## src/rtl/if_cal_regs.vh

```
// Constants for the IF filter calibration sequencer and its register map.
`ifndef IF_CAL_REGS_VH
`define IF_CAL_REGS_VH

// ****************************************************************
// Serial register indices and fields
// ****************************************************************
`define REG_MUX_IDX          4'h0
`define REG_IF_IDX           4'h4
`define REG_CAL_IDX          4'h5
`define REG_READBACK_IDX     4'h7
`define MUX_SEL_HI           31
`define MUX_SEL_LO           29
`define BW_SEL_HI            31
`define BW_SEL_LO            30
`define CAL_COARSE_BIT       4
`define CAL_FINE_BIT         5
`define ADJUST_HI            19
`define ADJUST_LO            14
`define READBACK_EN_BIT      8
`define MUX_SEL_CAL_DONE     3'h5
`define REG_RESET            32'h00000000

// ****************************************************************
// Bus offsets
// ****************************************************************
`define OFF_IRQ_STATUS       8'h40
`define OFF_IRQ_MASK         8'h44
`define OFF_CAL_STATUS       8'h48
`define IRQ_CAL_DONE_BIT     0
`define IRQ_BUSY_ACCESS_BIT  1

// ****************************************************************
// Timing
// ****************************************************************
`define CLK_MHZ              50
`define CAL_COARSE_US        200
`define CAL_FINE_TOTAL_US    5200
`define SERIAL_READ_CYCLES   5'd18
`define TRIM_MID             6'h20

`endif

```

## src/rtl/if_filter_calibration_sequencer.v

```verilog
// IF filter coarse and fine calibration sequencer with APB registers.
//
// Notes on behaviour
// - Register 5 write starts calibration, self-running.
// - Coarse calibration lasts about 200 us.
// - Fine request runs coarse first, 5.2 ms total.
// - Status pin shows completion when selected.
// - Fine result readable over the serial port.
// - Six-bit manual adjust loads the filter trim.
// - Serial writes MSB first, latched by load.
// - Readback takes 18 clocks with load high.
//
// Design decisions made here: the address map and the APB interface to the registers.
`timescale 1ns/1ns
`include "if_cal_regs.vh"
module if_filter_calibration_sequencer
#(
    parameter COARSE_CYCLES = `CAL_COARSE_US * `CLK_MHZ,
    parameter FINE_CYCLES   = (`CAL_FINE_TOTAL_US - `CAL_COARSE_US) *
                              `CLK_MHZ
)
(
    input  wire        CLK_I,
    input  wire        RST_I,
    input  wire        PSEL_I,
    input  wire        PENABLE_I,
    input  wire        PWRITE_I,
    input  wire [7:0]  PADDR_I,
    input  wire [31:0] PWDATA_I,
    output reg  [31:0] PRDATA_O,
    output reg         PREADY_O,
    output reg         PSLVERR_O,
    input  wire        SCLK_I,
    input  wire        SDATA_I,
    input  wire        SERIAL_LOAD_STROBE_I,
    output wire        SERIAL_READ_OUT_O,
    output wire        SERIAL_READ_OUT_OE_O,
    input  wire        FILTER_HIGH_I,
    output reg  [5:0]  FILTER_TRIM_O,
    output reg  [1:0]  FILTER_BANDWIDTH_SELECT_O,
    output reg         STATUS_MUX_PIN_O,
    output reg         IRQ_O
);

    localparam S_IDLE   = 2'h0;
    localparam S_COARSE = 2'h1;
    localparam S_FINE   = 2'h2;
    // Step lengths are cut to the counter width; the defaults fit in it.
    localparam integer COARSE_DIV  = COARSE_CYCLES / 6;
    localparam integer FINE_DIV    = FINE_CYCLES / 64;
    localparam [17:0]  COARSE_STEP = COARSE_DIV[17:0];
    localparam [17:0]  FINE_STEP   = FINE_DIV[17:0];

    reg  [1:0]  state;
    reg  [17:0] count;
    reg  [2:0]  sar_bit;
    reg  [5:0]  fine_steps;
    reg         fine_req;
    reg  [5:0]  fine_result;
    reg         cal_complete;
    reg  [31:0] reg_mux;
    reg  [31:0] reg_if;
    reg  [31:0] reg_cal;
    reg  [1:0]  irq_status;
    reg  [1:0]  irq_mask;
    reg  [1:0]  high_sync;
    reg  [31:0] next_prdata;
    reg         next_slverr;
    wire        ser_wr;
    wire [31:0] ser_data;
    wire        apb_access;
    wire        apb_write;
    wire        wr;
    wire [31:0] wr_data;
    wire        busy;
    wire        accept;
    wire        start;
    wire        done_evt;
    wire        read_status;
    wire        mapped_reg;

    serial_reg_port u_serial
    (
        .clk_i           (CLK_I),
        .rst_i           (RST_I),
        .sclk_i          (SCLK_I),
        .sdata_i         (SDATA_I),
        .load_i          (SERIAL_LOAD_STROBE_I),
        .readback_word_i ({10'h000, fine_result}),
        .wr_o            (ser_wr),
        .wr_data_o       (ser_data),
        .read_out_o      (SERIAL_READ_OUT_O),
        .read_out_oe_o   (SERIAL_READ_OUT_OE_O)
    );

    // ****************************************************************
    // Register write path
    // ****************************************************************
    // A bus access waits while a serial latch is in flight, so neither
    // write is lost when both arrive together.
    assign apb_access  = PSEL_I & PENABLE_I & ~PREADY_O & ~ser_wr;
    assign mapped_reg  = (PADDR_I[7:6] == 2'h0) && (PADDR_I[1:0] == 2'h0);
    assign apb_write   = apb_access & PWRITE_I & mapped_reg;
    assign wr          = ser_wr | apb_write;
    assign wr_data     = ser_wr ? ser_data :
                         {PWDATA_I[31:4], PADDR_I[5:2]};
    assign busy        = (state != S_IDLE);
    assign accept      = wr & ~busy;
    assign start       = accept && wr_data[3:0] == `REG_CAL_IDX &&
                         (wr_data[`CAL_COARSE_BIT] | wr_data[`CAL_FINE_BIT]);
    assign read_status = apb_access & ~PWRITE_I &
                         PADDR_I == `OFF_IRQ_STATUS;

    always @(posedge CLK_I or posedge RST_I)
    begin
        if (RST_I)
        begin
            reg_mux <= `REG_RESET;
            reg_if  <= `REG_RESET;
            reg_cal <= `REG_RESET;
        end
        else if (accept)
        begin
            case (wr_data[3:0])
                `REG_MUX_IDX: reg_mux <= wr_data;
                `REG_IF_IDX:  reg_if  <= wr_data;
                `REG_CAL_IDX: reg_cal <= wr_data;
                default:      reg_mux <= reg_mux;
            endcase
        end
    end

    // ****************************************************************
    // Calibration sequencer
    // ****************************************************************
    assign done_evt = (state == S_COARSE && count == 18'h0 &&
                       sar_bit == 3'h0 && !fine_req) ||
                      (state == S_FINE && count == 18'h0 &&
                       fine_steps == 6'h00);

    always @(posedge CLK_I or posedge RST_I)
    begin
        if (RST_I)
        begin
            state         <= S_IDLE;
            count         <= 18'h0;
            sar_bit       <= 3'h0;
            fine_steps    <= 6'h00;
            fine_req      <= 1'b0;
            fine_result   <= 6'h00;
            cal_complete  <= 1'b1;
            FILTER_TRIM_O <= `TRIM_MID;
            high_sync     <= 2'h0;
        end
        else
        begin
            high_sync <= {high_sync[0], FILTER_HIGH_I};
            case (state)
                S_IDLE:
                begin
                    if (start)
                    begin
                        // A fine request always begins with coarse.
                        state         <= S_COARSE;
                        fine_req      <= wr_data[`CAL_FINE_BIT];
                        count         <= COARSE_STEP - 18'h1;
                        sar_bit       <= 3'h5;
                        FILTER_TRIM_O <= `TRIM_MID;
                        cal_complete  <= 1'b0;
                    end
                    else if (accept && wr_data[3:0] == `REG_CAL_IDX)
                        FILTER_TRIM_O <=
                            wr_data[`ADJUST_HI:`ADJUST_LO];
                end
                S_COARSE:
                begin
                    if (count != 18'h0)
                        count <= count - 18'h1;
                    else
                    begin
                        // Successive approximation, one trim bit a step.
                        if (high_sync[1])
                            FILTER_TRIM_O[sar_bit] <= 1'b0;
                        if (sar_bit != 3'h0)
                        begin
                            sar_bit <= sar_bit - 3'h1;
                            FILTER_TRIM_O[sar_bit - 3'h1] <= 1'b1;
                            count <= COARSE_STEP - 18'h1;
                        end
                        else if (fine_req)
                        begin
                            state      <= S_FINE;
                            fine_steps <= 6'h3F;
                            count      <= FINE_STEP - 18'h1;
                        end
                        else
                        begin
                            state        <= S_IDLE;
                            cal_complete <= 1'b1;
                        end
                    end
                end
                S_FINE:
                begin
                    if (count != 18'h0)
                        count <= count - 18'h1;
                    else
                    begin
                        // Tracking step; the code saturates at both ends.
                        if (high_sync[1] && FILTER_TRIM_O != 6'h00)
                            FILTER_TRIM_O <= FILTER_TRIM_O - 6'h01;
                        else if (!high_sync[1] && FILTER_TRIM_O != 6'h3F)
                            FILTER_TRIM_O <= FILTER_TRIM_O + 6'h01;
                        count      <= FINE_STEP - 18'h1;
                        fine_steps <= fine_steps - 6'h01;
                        if (fine_steps == 6'h00)
                        begin
                            state        <= S_IDLE;
                            fine_result  <= FILTER_TRIM_O;
                            cal_complete <= 1'b1;
                        end
                    end
                end
                default: state <= S_IDLE;
            endcase
        end
    end

    // ****************************************************************
    // Interrupts, status pin and bus answer
    // ****************************************************************
    always @*
    begin
        next_prdata = 32'h00000000;
        next_slverr = 1'b0;
        if (mapped_reg)
        begin
            case (PADDR_I[5:2])
                `REG_MUX_IDX: next_prdata = reg_mux;
                `REG_IF_IDX:  next_prdata = reg_if;
                `REG_CAL_IDX: next_prdata = reg_cal;
                default:      next_slverr = 1'b1;
            endcase
        end
        else if (PADDR_I == `OFF_IRQ_STATUS)
            next_prdata = {30'h00000000, irq_status};
        else if (PADDR_I == `OFF_IRQ_MASK)
            next_prdata = {30'h00000000, irq_mask};
        else if (PADDR_I == `OFF_CAL_STATUS)
            next_prdata = {8'h00, 2'h0, fine_result,
                           2'h0, FILTER_TRIM_O, 6'h00,
                           cal_complete, busy};
        else
            next_slverr = 1'b1;
    end

    always @(posedge CLK_I or posedge RST_I)
    begin
        if (RST_I)
        begin
            PRDATA_O                  <= 32'h00000000;
            PREADY_O                  <= 1'b0;
            PSLVERR_O                 <= 1'b0;
            irq_status                <= 2'h0;
            irq_mask                  <= 2'h0;
            IRQ_O                     <= 1'b0;
            STATUS_MUX_PIN_O          <= 1'b0;
            FILTER_BANDWIDTH_SELECT_O <= 2'h0;
        end
        else
        begin
            PREADY_O  <= apb_access;
            PSLVERR_O <= apb_access & next_slverr;
            if (apb_access && !PWRITE_I)
                PRDATA_O <= next_prdata;
            if (apb_access && PWRITE_I && PADDR_I == `OFF_IRQ_MASK)
                irq_mask <= PWDATA_I[1:0];
            // A new event in the clearing read's cycle still stays set.
            irq_status <= (read_status ? 2'h0 : irq_status) |
                          {wr & busy, done_evt};
            IRQ_O <= |(irq_status & irq_mask);
            STATUS_MUX_PIN_O <= (reg_mux[`MUX_SEL_HI:`MUX_SEL_LO] ==
                                 `MUX_SEL_CAL_DONE) &
                                cal_complete;
            FILTER_BANDWIDTH_SELECT_O <= reg_if[`BW_SEL_HI:`BW_SEL_LO];
        end
    end
endmodule

```

## src/rtl/serial_reg_port.v

```verilog
// Three-wire serial register port with write latching and readback.
`timescale 1ns/1ns
module serial_reg_port
(
    input  wire        clk_i,
    input  wire        rst_i,
    input  wire        sclk_i,
    input  wire        sdata_i,
    input  wire        load_i,
    input  wire [15:0] readback_word_i,
    output reg         wr_o,
    output reg  [31:0] wr_data_o,
    output reg         read_out_o,
    output reg         read_out_oe_o
);
`include "if_cal_regs.vh"

    reg  [2:0]  sclk_sync;
    reg  [2:0]  load_sync;
    reg  [1:0]  data_sync;
    reg  [31:0] shift;
    reg  [15:0] rb_shift;
    reg  [4:0]  rb_count;
    reg         rb_active;
    wire        sclk_rise;
    wire        load_rise;

    // Bit 0 of each chain is the first stage; only bit 1 reads it.
    assign sclk_rise = sclk_sync[1] & ~sclk_sync[2];
    assign load_rise = load_sync[1] & ~load_sync[2];

    always @(posedge clk_i or posedge rst_i)
    begin
        if (rst_i)
        begin
            sclk_sync     <= 3'h0;
            load_sync     <= 3'h0;
            data_sync     <= 2'h0;
            shift         <= 32'h00000000;
            rb_shift      <= 16'h0000;
            rb_count      <= 5'h00;
            rb_active     <= 1'b0;
            wr_o          <= 1'b0;
            wr_data_o     <= 32'h00000000;
            read_out_o    <= 1'b0;
            read_out_oe_o <= 1'b0;
        end
        else
        begin
            sclk_sync <= {sclk_sync[1:0], sclk_i};
            load_sync <= {load_sync[1:0], load_i};
            data_sync <= {data_sync[0], sdata_i};
            wr_o      <= 1'b0;
            if (sclk_rise && !rb_active)
                shift <= {shift[30:0], data_sync[1]};
            if (load_rise)
            begin
                wr_o      <= 1'b1;
                wr_data_o <= shift;
                if (shift[3:0] == `REG_READBACK_IDX &&
                    shift[`READBACK_EN_BIT])
                begin
                    rb_active <= 1'b1;
                    rb_count  <= 5'h00;
                    rb_shift  <= readback_word_i;
                end
            end
            else if (rb_active && !load_sync[1])
            begin
                rb_active     <= 1'b0;
                read_out_oe_o <= 1'b0;
            end
            else if (rb_active && sclk_rise)
            begin
                // First edge gives a dummy bit, then 16 data bits MSB first.
                rb_count <= rb_count + 5'd1;
                if (rb_count == 5'h00)
                begin
                    read_out_oe_o <= 1'b1;
                    read_out_o    <= 1'b0;
                end
                else if (rb_count < `SERIAL_READ_CYCLES - 5'd1)
                begin
                    read_out_o <= rb_shift[15];
                    rb_shift   <= {rb_shift[14:0], 1'b0};
                end
                else
                begin
                    read_out_oe_o <= 1'b0;
                    rb_active     <= 1'b0;
                end
            end
        end
    end
endmodule

```

## config.mk

```make
export PLATFORM = sky130hd
export DESIGN_NAME = if_filter_calibration_sequencer
export DESIGN_NICKNAME = d
export VERILOG_FILES = /design/src/rtl/if_filter_calibration_sequencer.v /design/src/rtl/serial_reg_port.v
export VERILOG_INCLUDE_DIRS = /design/src /design/src/rtl
export SDC_FILE = /design/constraint.sdc
export NUM_CORES = 1
export LEC_CHECK = 0
export ABC_AREA = 1
export BUFFER_PORTS_ARGS = -buffer_cell sky130_fd_sc_hd__buf_2
export CORE_ASPECT_RATIO = 0.75
export CORE_MARGIN = 2
export CORE_UTILIZATION = 60
export DETAILED_ROUTE_END_ITERATION = 6
export GPL_TIMING_DRIVEN = 0
export PLACE_DENSITY = 0.79
export REMOVE_ABC_BUFFERS = 1
export SYNTH_ARGS = -nofsm -noshare
export SYNTH_HDL_FRONTEND = slang
export SYNTH_HIERARCHICAL = 1
export SYNTH_SLANG_ARGS = --single-unit
```

## constraint.sdc

```tcl
create_clock -name CLK_I -period 10.7 [get_ports CLK_I]
set_input_delay 1.605 -clock CLK_I [delete_from_list [all_inputs] [get_ports CLK_I]]
set_output_delay 1.605 -clock CLK_I [all_outputs]
set_load 0.1 [all_outputs]
```

==> flow_summary.json, run 1 <==
{
  "syn2layout_area_growth_pct": 11.43,
  "fp.dieArea_sq_um": 23260,
  "core_sq_um": 21880,
  "synth_area_leaders": "dfrtp_1 (53%), nand2_1 (17%), o21ai_0 (6.2%)",
  "synth_xor_area_share_pct": 1.059,
  "vias": 11100,
  "gp_congestion": 0.9317,
  "cp-start-kind": "input pin",
  "synth_compound_gate_area_share_pct": 11.73,
  "grt_first_pass_wirelength_um": 51830,
  "postRouteAntennaNets": 0,
  "syn_avg_cell_area_sq_um": 8.130,
  "antennaDiodeCount": 0,
  "wire_per_inst_um": 15.91,
  "syn-instance-count": 1627,
  "grt.total_usage_pct": 27.49,
  "post_cts_buffers": 0,
  "crit_path_end_kind": "flip-flop",
  "holdWs_ns": 0.3493,
  "port_buffers": 92,
  "grt_pass1_vias": 10271,
  "slowest_delay_ns": 0.75,
  "crit_slowest_cell": "nand2_1",
  "synthArstFlopShare_pct": 100.0,
  "leakagePower_uw": 0.007560,
  "powerDensity_nw_per_um2": 232.2,
  "synth_common_cells": "nand2_1 (611), dfrtp_1 (278), o21ai_0 (164)",
  "synth_top_family_by_area": "simple AND/OR/NAND/NOR gates",
  "insertion_delay_ns": 0.54,
  "tightest_slew_ns": 1.281,
  "rr_startpoint": "u_serial/wr_o",
  "boundaryPins": 95,
  "cp_max_fo": 29,
  "wl_um": 31920,
  "drt_iter0_drc": 1134,
  "first_pass_iters": 7,
  "die_x_um": 175.5,
  "crit_chain": "buf_2 -> nor2_1 -> nand3_1 -> a21oi_1 -> nand2_1 -> inv_1 -> a22oi_1 -> o21ai_0",
  "status": "completed",
  "synth_seq_area_share_pct": 52.99,
  "synth_edf_count": 0,
  "yosysWarnings": 6,
  "setup_tns_ns": 0,
  "cp.required_ns": 11.14,
  "period_share_pct": 37.14,
  "start_util_pct": 60.47,
  "yosysMostFrequentCell": "nand2_1",
  "cts_root_buf": "clkbuf_16",
  "nFillCells": 1810,
  "cts.sinks": 280,
  "synth_seq_cells": 280,
  "drv_slew": 0,
  "drv_cap": 0,
  "clkTransAtPathRegs_ns": 0.07,
  "cp.arrival_ns": 4.41,
  "slew_headroom_pct": 14.50,
  "clk_path_buf_depth": 3,
  "rsz0062_at_grt": "false",
  "min_from": "u_serial/load_sync[0]",
  "synth_top_area_cell": "dfrtp_1",
  "cts_tree": "built",
  "hold_class": "reg -> reg",
  "finClkSkew_ns": 0.01217,
  "overflow": 0,
  "synth_fa_ha_area_share_pct": 1.476,
  "grt_max_degree": 115,
  "finalWorstPathRequiredPeriod_ns": 3.974,
  "synth_area_sq_um": 13230,
  "vias_per_cell": 5.533,
  "numCtsBuffers": 27,
  "report.final.setup_viol": 0,
  "fin_nets": 1756,
  "max-vdd-ir-drop_v": 0.0001384,
  "min_path_cells": 0,
  "synth-simple-area-share_pct": 24.66,
  "synth_mux_area_share_pct": 0.4729,
  "cts_max_level": 1,
  "num_rows": 47,
  "antenna_found_initial": 0,
  "criticalPathCategory": "in -> reg",
  "hold_end": "u_serial/load_sync[1]",
  "cts_hold_buf": 0,
  "synthDistinctLibCells": 50,
  "drc_errors": 0,
  "ys.flop_type": "dfrtp_1",
  "place_hpwl_um": 20310,
  "hold_violations": 0,
  "die_h_um": 132.6,
  "rr_worst_depth": 7,
  "post_cts_resized": 0,
  "r2r_end": "reg_mux[6]",
  "synth_top_cell_area_share_pct": 52.59,
  "fmax_ghz": 0.2516,
  "p_total_uw": 3423,
  "worst-r2r-setup-slack_ns": 6.76,
  "drive_gt1_share_pct": 11.04
}
## worst max-delay path by stage
stage	end	from	slack, ns	depth (start not counted)
floorplan	FILTER_BANDWIDTH_SELECT_O[0]	RST_I	4.13	1
global placement	count[4]	RST_I	2.07	2
detailed placement	PRDATA_O[9]	PADDR_I[3]	6.30	8
CTS	PRDATA_O[9]	PADDR_I[3]	6.83	8
global route	PRDATA_O[9]	PADDR_I[3]	6.43	8
finish	PRDATA_O[9]	PADDR_I[3]	6.73	8
## logic make-up (layout without fill, tap and decap cells)
logic type / after synthesis / in the layout
simple gates: 793 / 793
flops: 280 / 280
compound gates: 279 / 279
buf+inv: 237 / 313
xor+xnor: 16 / 16
fa+ha+maj: 15 / 15
mux: 6 / 6
other cells: 1 / 10
## metal layers
metal	part of all wire, %	vias up	global-route usage, %
li1	-	5292	-
met1	47	5318	42.81
met2	44	428	40.62
met3	6.9	62	3.477
met4	2.3	0	8.264
met5	0	-	0
## worst max-delay path, delay by kind of cell
kind	cells	cell delay, ns
buffers and inverters	2	0.42
AND/OR/NAND/NOR	3	1.66
AO/OA/AOI/OAI	3	0.70
## area by class of cell
cell class	instances	area, sq um	area share (%)
Clock buffer	36	739.5	5.017
Clock inverter	13	176.4	1.197
Inverter	169	645.6	4.380
Multi-Input combinational cell	1119	5264	35.71
Sequential cell	280	7010	47.56
Tap cell	294	367.9	2.496
Timing Repair Buffer	95	535.5	3.633
## registers in the layout, indices dropped and copies added, names as in the netlist, 16 cells and up
name                flops
reg_cal                32
reg_mux                32
u_serial/wr_data_o     32
reg_if                 32
u_serial/rb_shift      16
PRDATA_O               32
u_serial/shift         32
count                  18
## stage by stage
step / worst slack (ns) / area, sq um / utilization (%) / cells
CTS: 6.826 / 14720 / 67.28 / 2005
global route: 6.428 / 14740 / 67.38 / 2006
floorplan: 4.126 / 12890 / - / 1568
global placement: 2.068 / 13720 / 62.72 / 1954
detailed placement: 6.303 / 13800 / 63.09 / 1956
finish: 6.726 / 14740 / 67.38 / 2006
## power breakdown
part	switching, uW	internal (uW)	leakage, uW
sequential	143	1270	0.00362
combinational	723	289	0.00350
clock	410	583	0.000442
total	1280	2150	0.00756
## cells in the final DEF (no fill, tap or decap), types with 4 or more instances in the layout
cell	count
a21oi_1	40
a221oi_1	4
a22o_1	6
buf_2	92
bufinv_16	4
clkbuf_1	6
clkbuf_16	27
clkinv_2	6
conb_1	10
dfrtp_1	277
ha_1	14
inv_1	160
inv_2	5
mux2i_1	4
nand2_1	610
nand2_2	6
nand3_1	59
nand3_2	6
nand3b_1	4
nand4_1	7
nor2_1	69
nor2_2	4
nor2_4	4
nor3_1	5
o21ai_0	164
o21ai_1	24
o21ai_2	4
o221ai_1	13
o22ai_1	12
or2_2	8
xor2_1	13
No activity file was read; power rests on OpenSTA's default activity.
==> run 2, diff against run 1 <==
Settings changed: ABC_AREA 1 to 0, PLACE_DENSITY 0.79 to 0.8.
Clock period 10.7 ns to 3.8 ns, I/O delays scaled along.
==> run 2 against run 1 <==
Worst hold slack got worse by 0.27 ns. Area after synthesis decreased by 4.9%. Count of clock-buffer cells in the layout increased by 6. Total power grew to 2.8 times the previous value. Sequential share of layout area up 0.79 points. Routed wire length down 3.4%. Synthesized cell count down 25%. Register-to-register slack got worse by 6.6 ns. Global-route usage increased by 0.97 points. Die area decreased by 4.8%. Critical path depth rose by 2.
==> flow_summary.json, run 2 <==
{
  "port_buffers": 92,
  "die_x_um": 171.2,
  "finalWorstSetupSlack_ns": 0.1689,
  "synth_seq_cells": 280,
  "slew_headroom_pct": 27.03,
  "placed_cells": 1547,
  "cts_tree": "built",
  "wire_per_inst_um": 19.30,
  "syn-instance-count": 1215,
  "syn_avg_cell_area_sq_um": 10.35,
  "cts.sinks": 280,
  "grt_max_degree": 123,
  "p_sw_share_pct": 33.91,
  "first_pass_iters": 7,
  "synth_top_cell_area_share_pct": 55.30,
  "cp_max_fo": 9,
  "antennaDiodeCount": 0,
  "holdWs_ns": 0.08169,
  "wl_um": 30840,
  "insertion_delay_ns": 0.54,
  "final_common_cell": "dfrtp_1",
  "tightest_slew_ns": 1.083,
  "pre_cts_ws_ns": 0.07476,
  "drive_gt1_share_pct": 19.83,
  "hold_class": "in -> async",
  "fin_nets": 1359,
  "status": "completed",
  "cts_max_level": 1,
  "criticalPathCategory": "reg -> reg",
  "ys.flop_type": "dfrtp_1",
  "yosysMostFrequentCell": "dfrtp_1",
  "fmax_ghz": 0.2754,
  "crit_path_end_kind": "flip-flop",
  "postRouteAntennaNets": 0,
  "p_sw_uw": 3251,
  "vias": 9893,
  "yosysWarnings": 6,
  "drv_cap": 0,
  "core_sq_um": 20380,
  "synthArstFlopShare_pct": 100.0,
  "synth_top_area_cell": "dfrtp_1",
  "die_h_um": 129.4,
  "nFillCells": 1480,
  "fp.dieArea_sq_um": 22150,
  "start_util_pct": 61.72,
  "report.final.setup_viol": 0,
  "combPwrFrac_pct": 24.8,
  "vias_per_cell": 6.191,
  "boundaryPins": 95,
  "clkTransAtPathRegs_ns": 0.06,
  "drv_slew": 0,
  "cp.required_ns": 4.26,
  "grt.total_usage_pct": 28.47,
  "p_seq_share_pct": 44.7,
  "fin_cells": 1598,
  "p_int_uw": 6334,
  "syn2layout_area_growth_pct": 15.25,
  "grt_first_pass_wirelength_um": 50120,
  "cp.arrival_ns": 4.09,
  "rsz0062_at_grt": "false",
  "grt_pass1_vias": 9701,
  "crit_slowest_cell": "or4_1",
  "synthDistinctLibCells": 76,
  "place_hpwl_um": 20120,
  "finalWorstPathRequiredPeriod_ns": 3.631,
  "cts_root_buf": "clkbuf_16",
  "slowest_delay_ns": 0.59,
  "hold_violations": 0,
  "synth_common_cells": "dfrtp_1 (278), nand2_1 (216), o21ai_0 (99)",
  "clock_power_share_pct": 30.5,
  "cp-start-kind": "flip-flop",
  "num_rows": 45,
  "antenna_found_initial": 0,
  "finClkSkew_ns": 0.01063,
  "synth_area_leaders": "dfrtp_1 (55%), nand2_1 (6.4%), mux2_2 (4.8%)",
  "crit_chain": "or4_1 -> nor3_2 -> nor2b_1 -> ha_1 -> a211o_1 -> a21oi_1 -> nor2_1 -> o311ai_0 -> a32oi_1 -> mux2_2",
  "synth_area_sq_um": 12580,
  "gp_congestion": 0.8738,
  "powerDensity_nw_per_um2": 661.1,
  "multi_input_area_sq_um": 5264,
  "numCtsBuffers": 28,
  "drc_errors": 0,
  "seqCellArea_sq_um": 7010,
  "period_share_pct": 95.56,
  "max-vdd-ir-drop_v": 0.0004641,
  "overflow": 0,
  "synth_edf_count": 0,
  "synth_seq_area_share_pct": 55.71,
  "final_cell_mix": "dfrtp_1 (277), nand2_1 (216), o21ai_0 (99), nor2_1 (93), buf_2 (92)",
  "drt_iter0_drc": 1021,
  "post_cts_buffers": 0,
  "leakagePower_uw": 0.006843,
  "clk_path_buf_depth": 3
}
run 2: final timing paths:
| check | depth (start not counted) | endpoint | slack, ns | from |
|---|---|---|---|---|
| min in group CLK_I | 1 | u_serial/sclk_sync[0] | 0.14 | SCLK_I |
| hold / removal | 2 | reg_if[30] | 0.08 | RST_I |
| max in group asynchronous | 3 | high_sync[1] | 2.76 | RST_I |
| setup reg to reg | 10 | FILTER_TRIM_O[5] | 0.17 | FILTER_TRIM_O[1] |
| hold reg to reg | 0 | u_serial/load_sync[1] | 0.35 | u_serial/load_sync[0] |
| setup / recovery | 10 | FILTER_TRIM_O[5] | 0.17 | FILTER_TRIM_O[1] |
run 2: per-layer routing:
metal  up-vias  routed length [um]  track usage, %
met5         -                   0               0
met4         0                 880           10.17
met3        72                2429           4.551
met2       436               13650           42.69
met1      4918               13890           42.58
li1       4467                   -               -
run 2: power groups by stage:
stage	combinational, uW	clock [uW]	sequential [uW]
2_1_floorplan	1500	0	4450
3_3_place_gp	2190	0	4290
3_5_place_dp	2320	0	4310
4_1_cts	2350	2940	4270
5_1_grt	2630	3070	4370
6_report	2380	2920	4290
run 2: worst max-delay path: cells and delay by family, from the launching register on:
| kind | cells | cell delay [ns] |
|---|---|---|
| AO/OA/AOI/OAI | 4 | 1.32 |
| adder cells (fa/ha/maj) | 1 | 0.32 |
| flip-flops | 1 | 0.53 |
| multiplexers | 1 | 0.30 |
| AND/OR/NAND/NOR | 4 | 1.08 |
run 2: layout make-up:
cell class / count / share of cell area (%)
Sequential cell: 280 / 48.35
Multi-Input combinational cell: 846 / 36.30
Clock buffer: 42 / 5.963
Timing Repair Buffer: 115 / 5.385
Tap cell: 282 / 2.434
Clock inverter: 9 / 0.8716
Inverter: 24 / 0.6904
run 2: what timing repair did:
item | CTS | global route
hold buffers | 0 | 0
resized for setup | 0 | 1
endpoints found under the setup margin | 0 | 1
run 2: logic make-up (layout without fill, tap and decap cells):
group	count (synthesis)	count (layout)	share of synthesized area, %
adders and majority gates	15	15	1.551
DFF	280	280	55.71
xor gates and xnor gates	5	5	0.3481
AOI/OAI and AO/OA	295	295	15.32
and+or+nand+nor	423	423	15.20
muxes	98	98	8.702
buffers and inverters	98	190	3.143
other	1	10	0.02981
run 2: per-stage QoR:
stage               instance area [sq um]  total power, uW  utilization [%]  setup TNS [ns]
floorplan                           12310             5943                -         -434.66
global placement                    13120             6480            64.38        -1213.98
detailed placement                  13500             6633            66.25               0
CTS                                 14490             9564            71.11               0
global route                        14500            10070            71.14               0
finish                              14500             9585            71.14               0
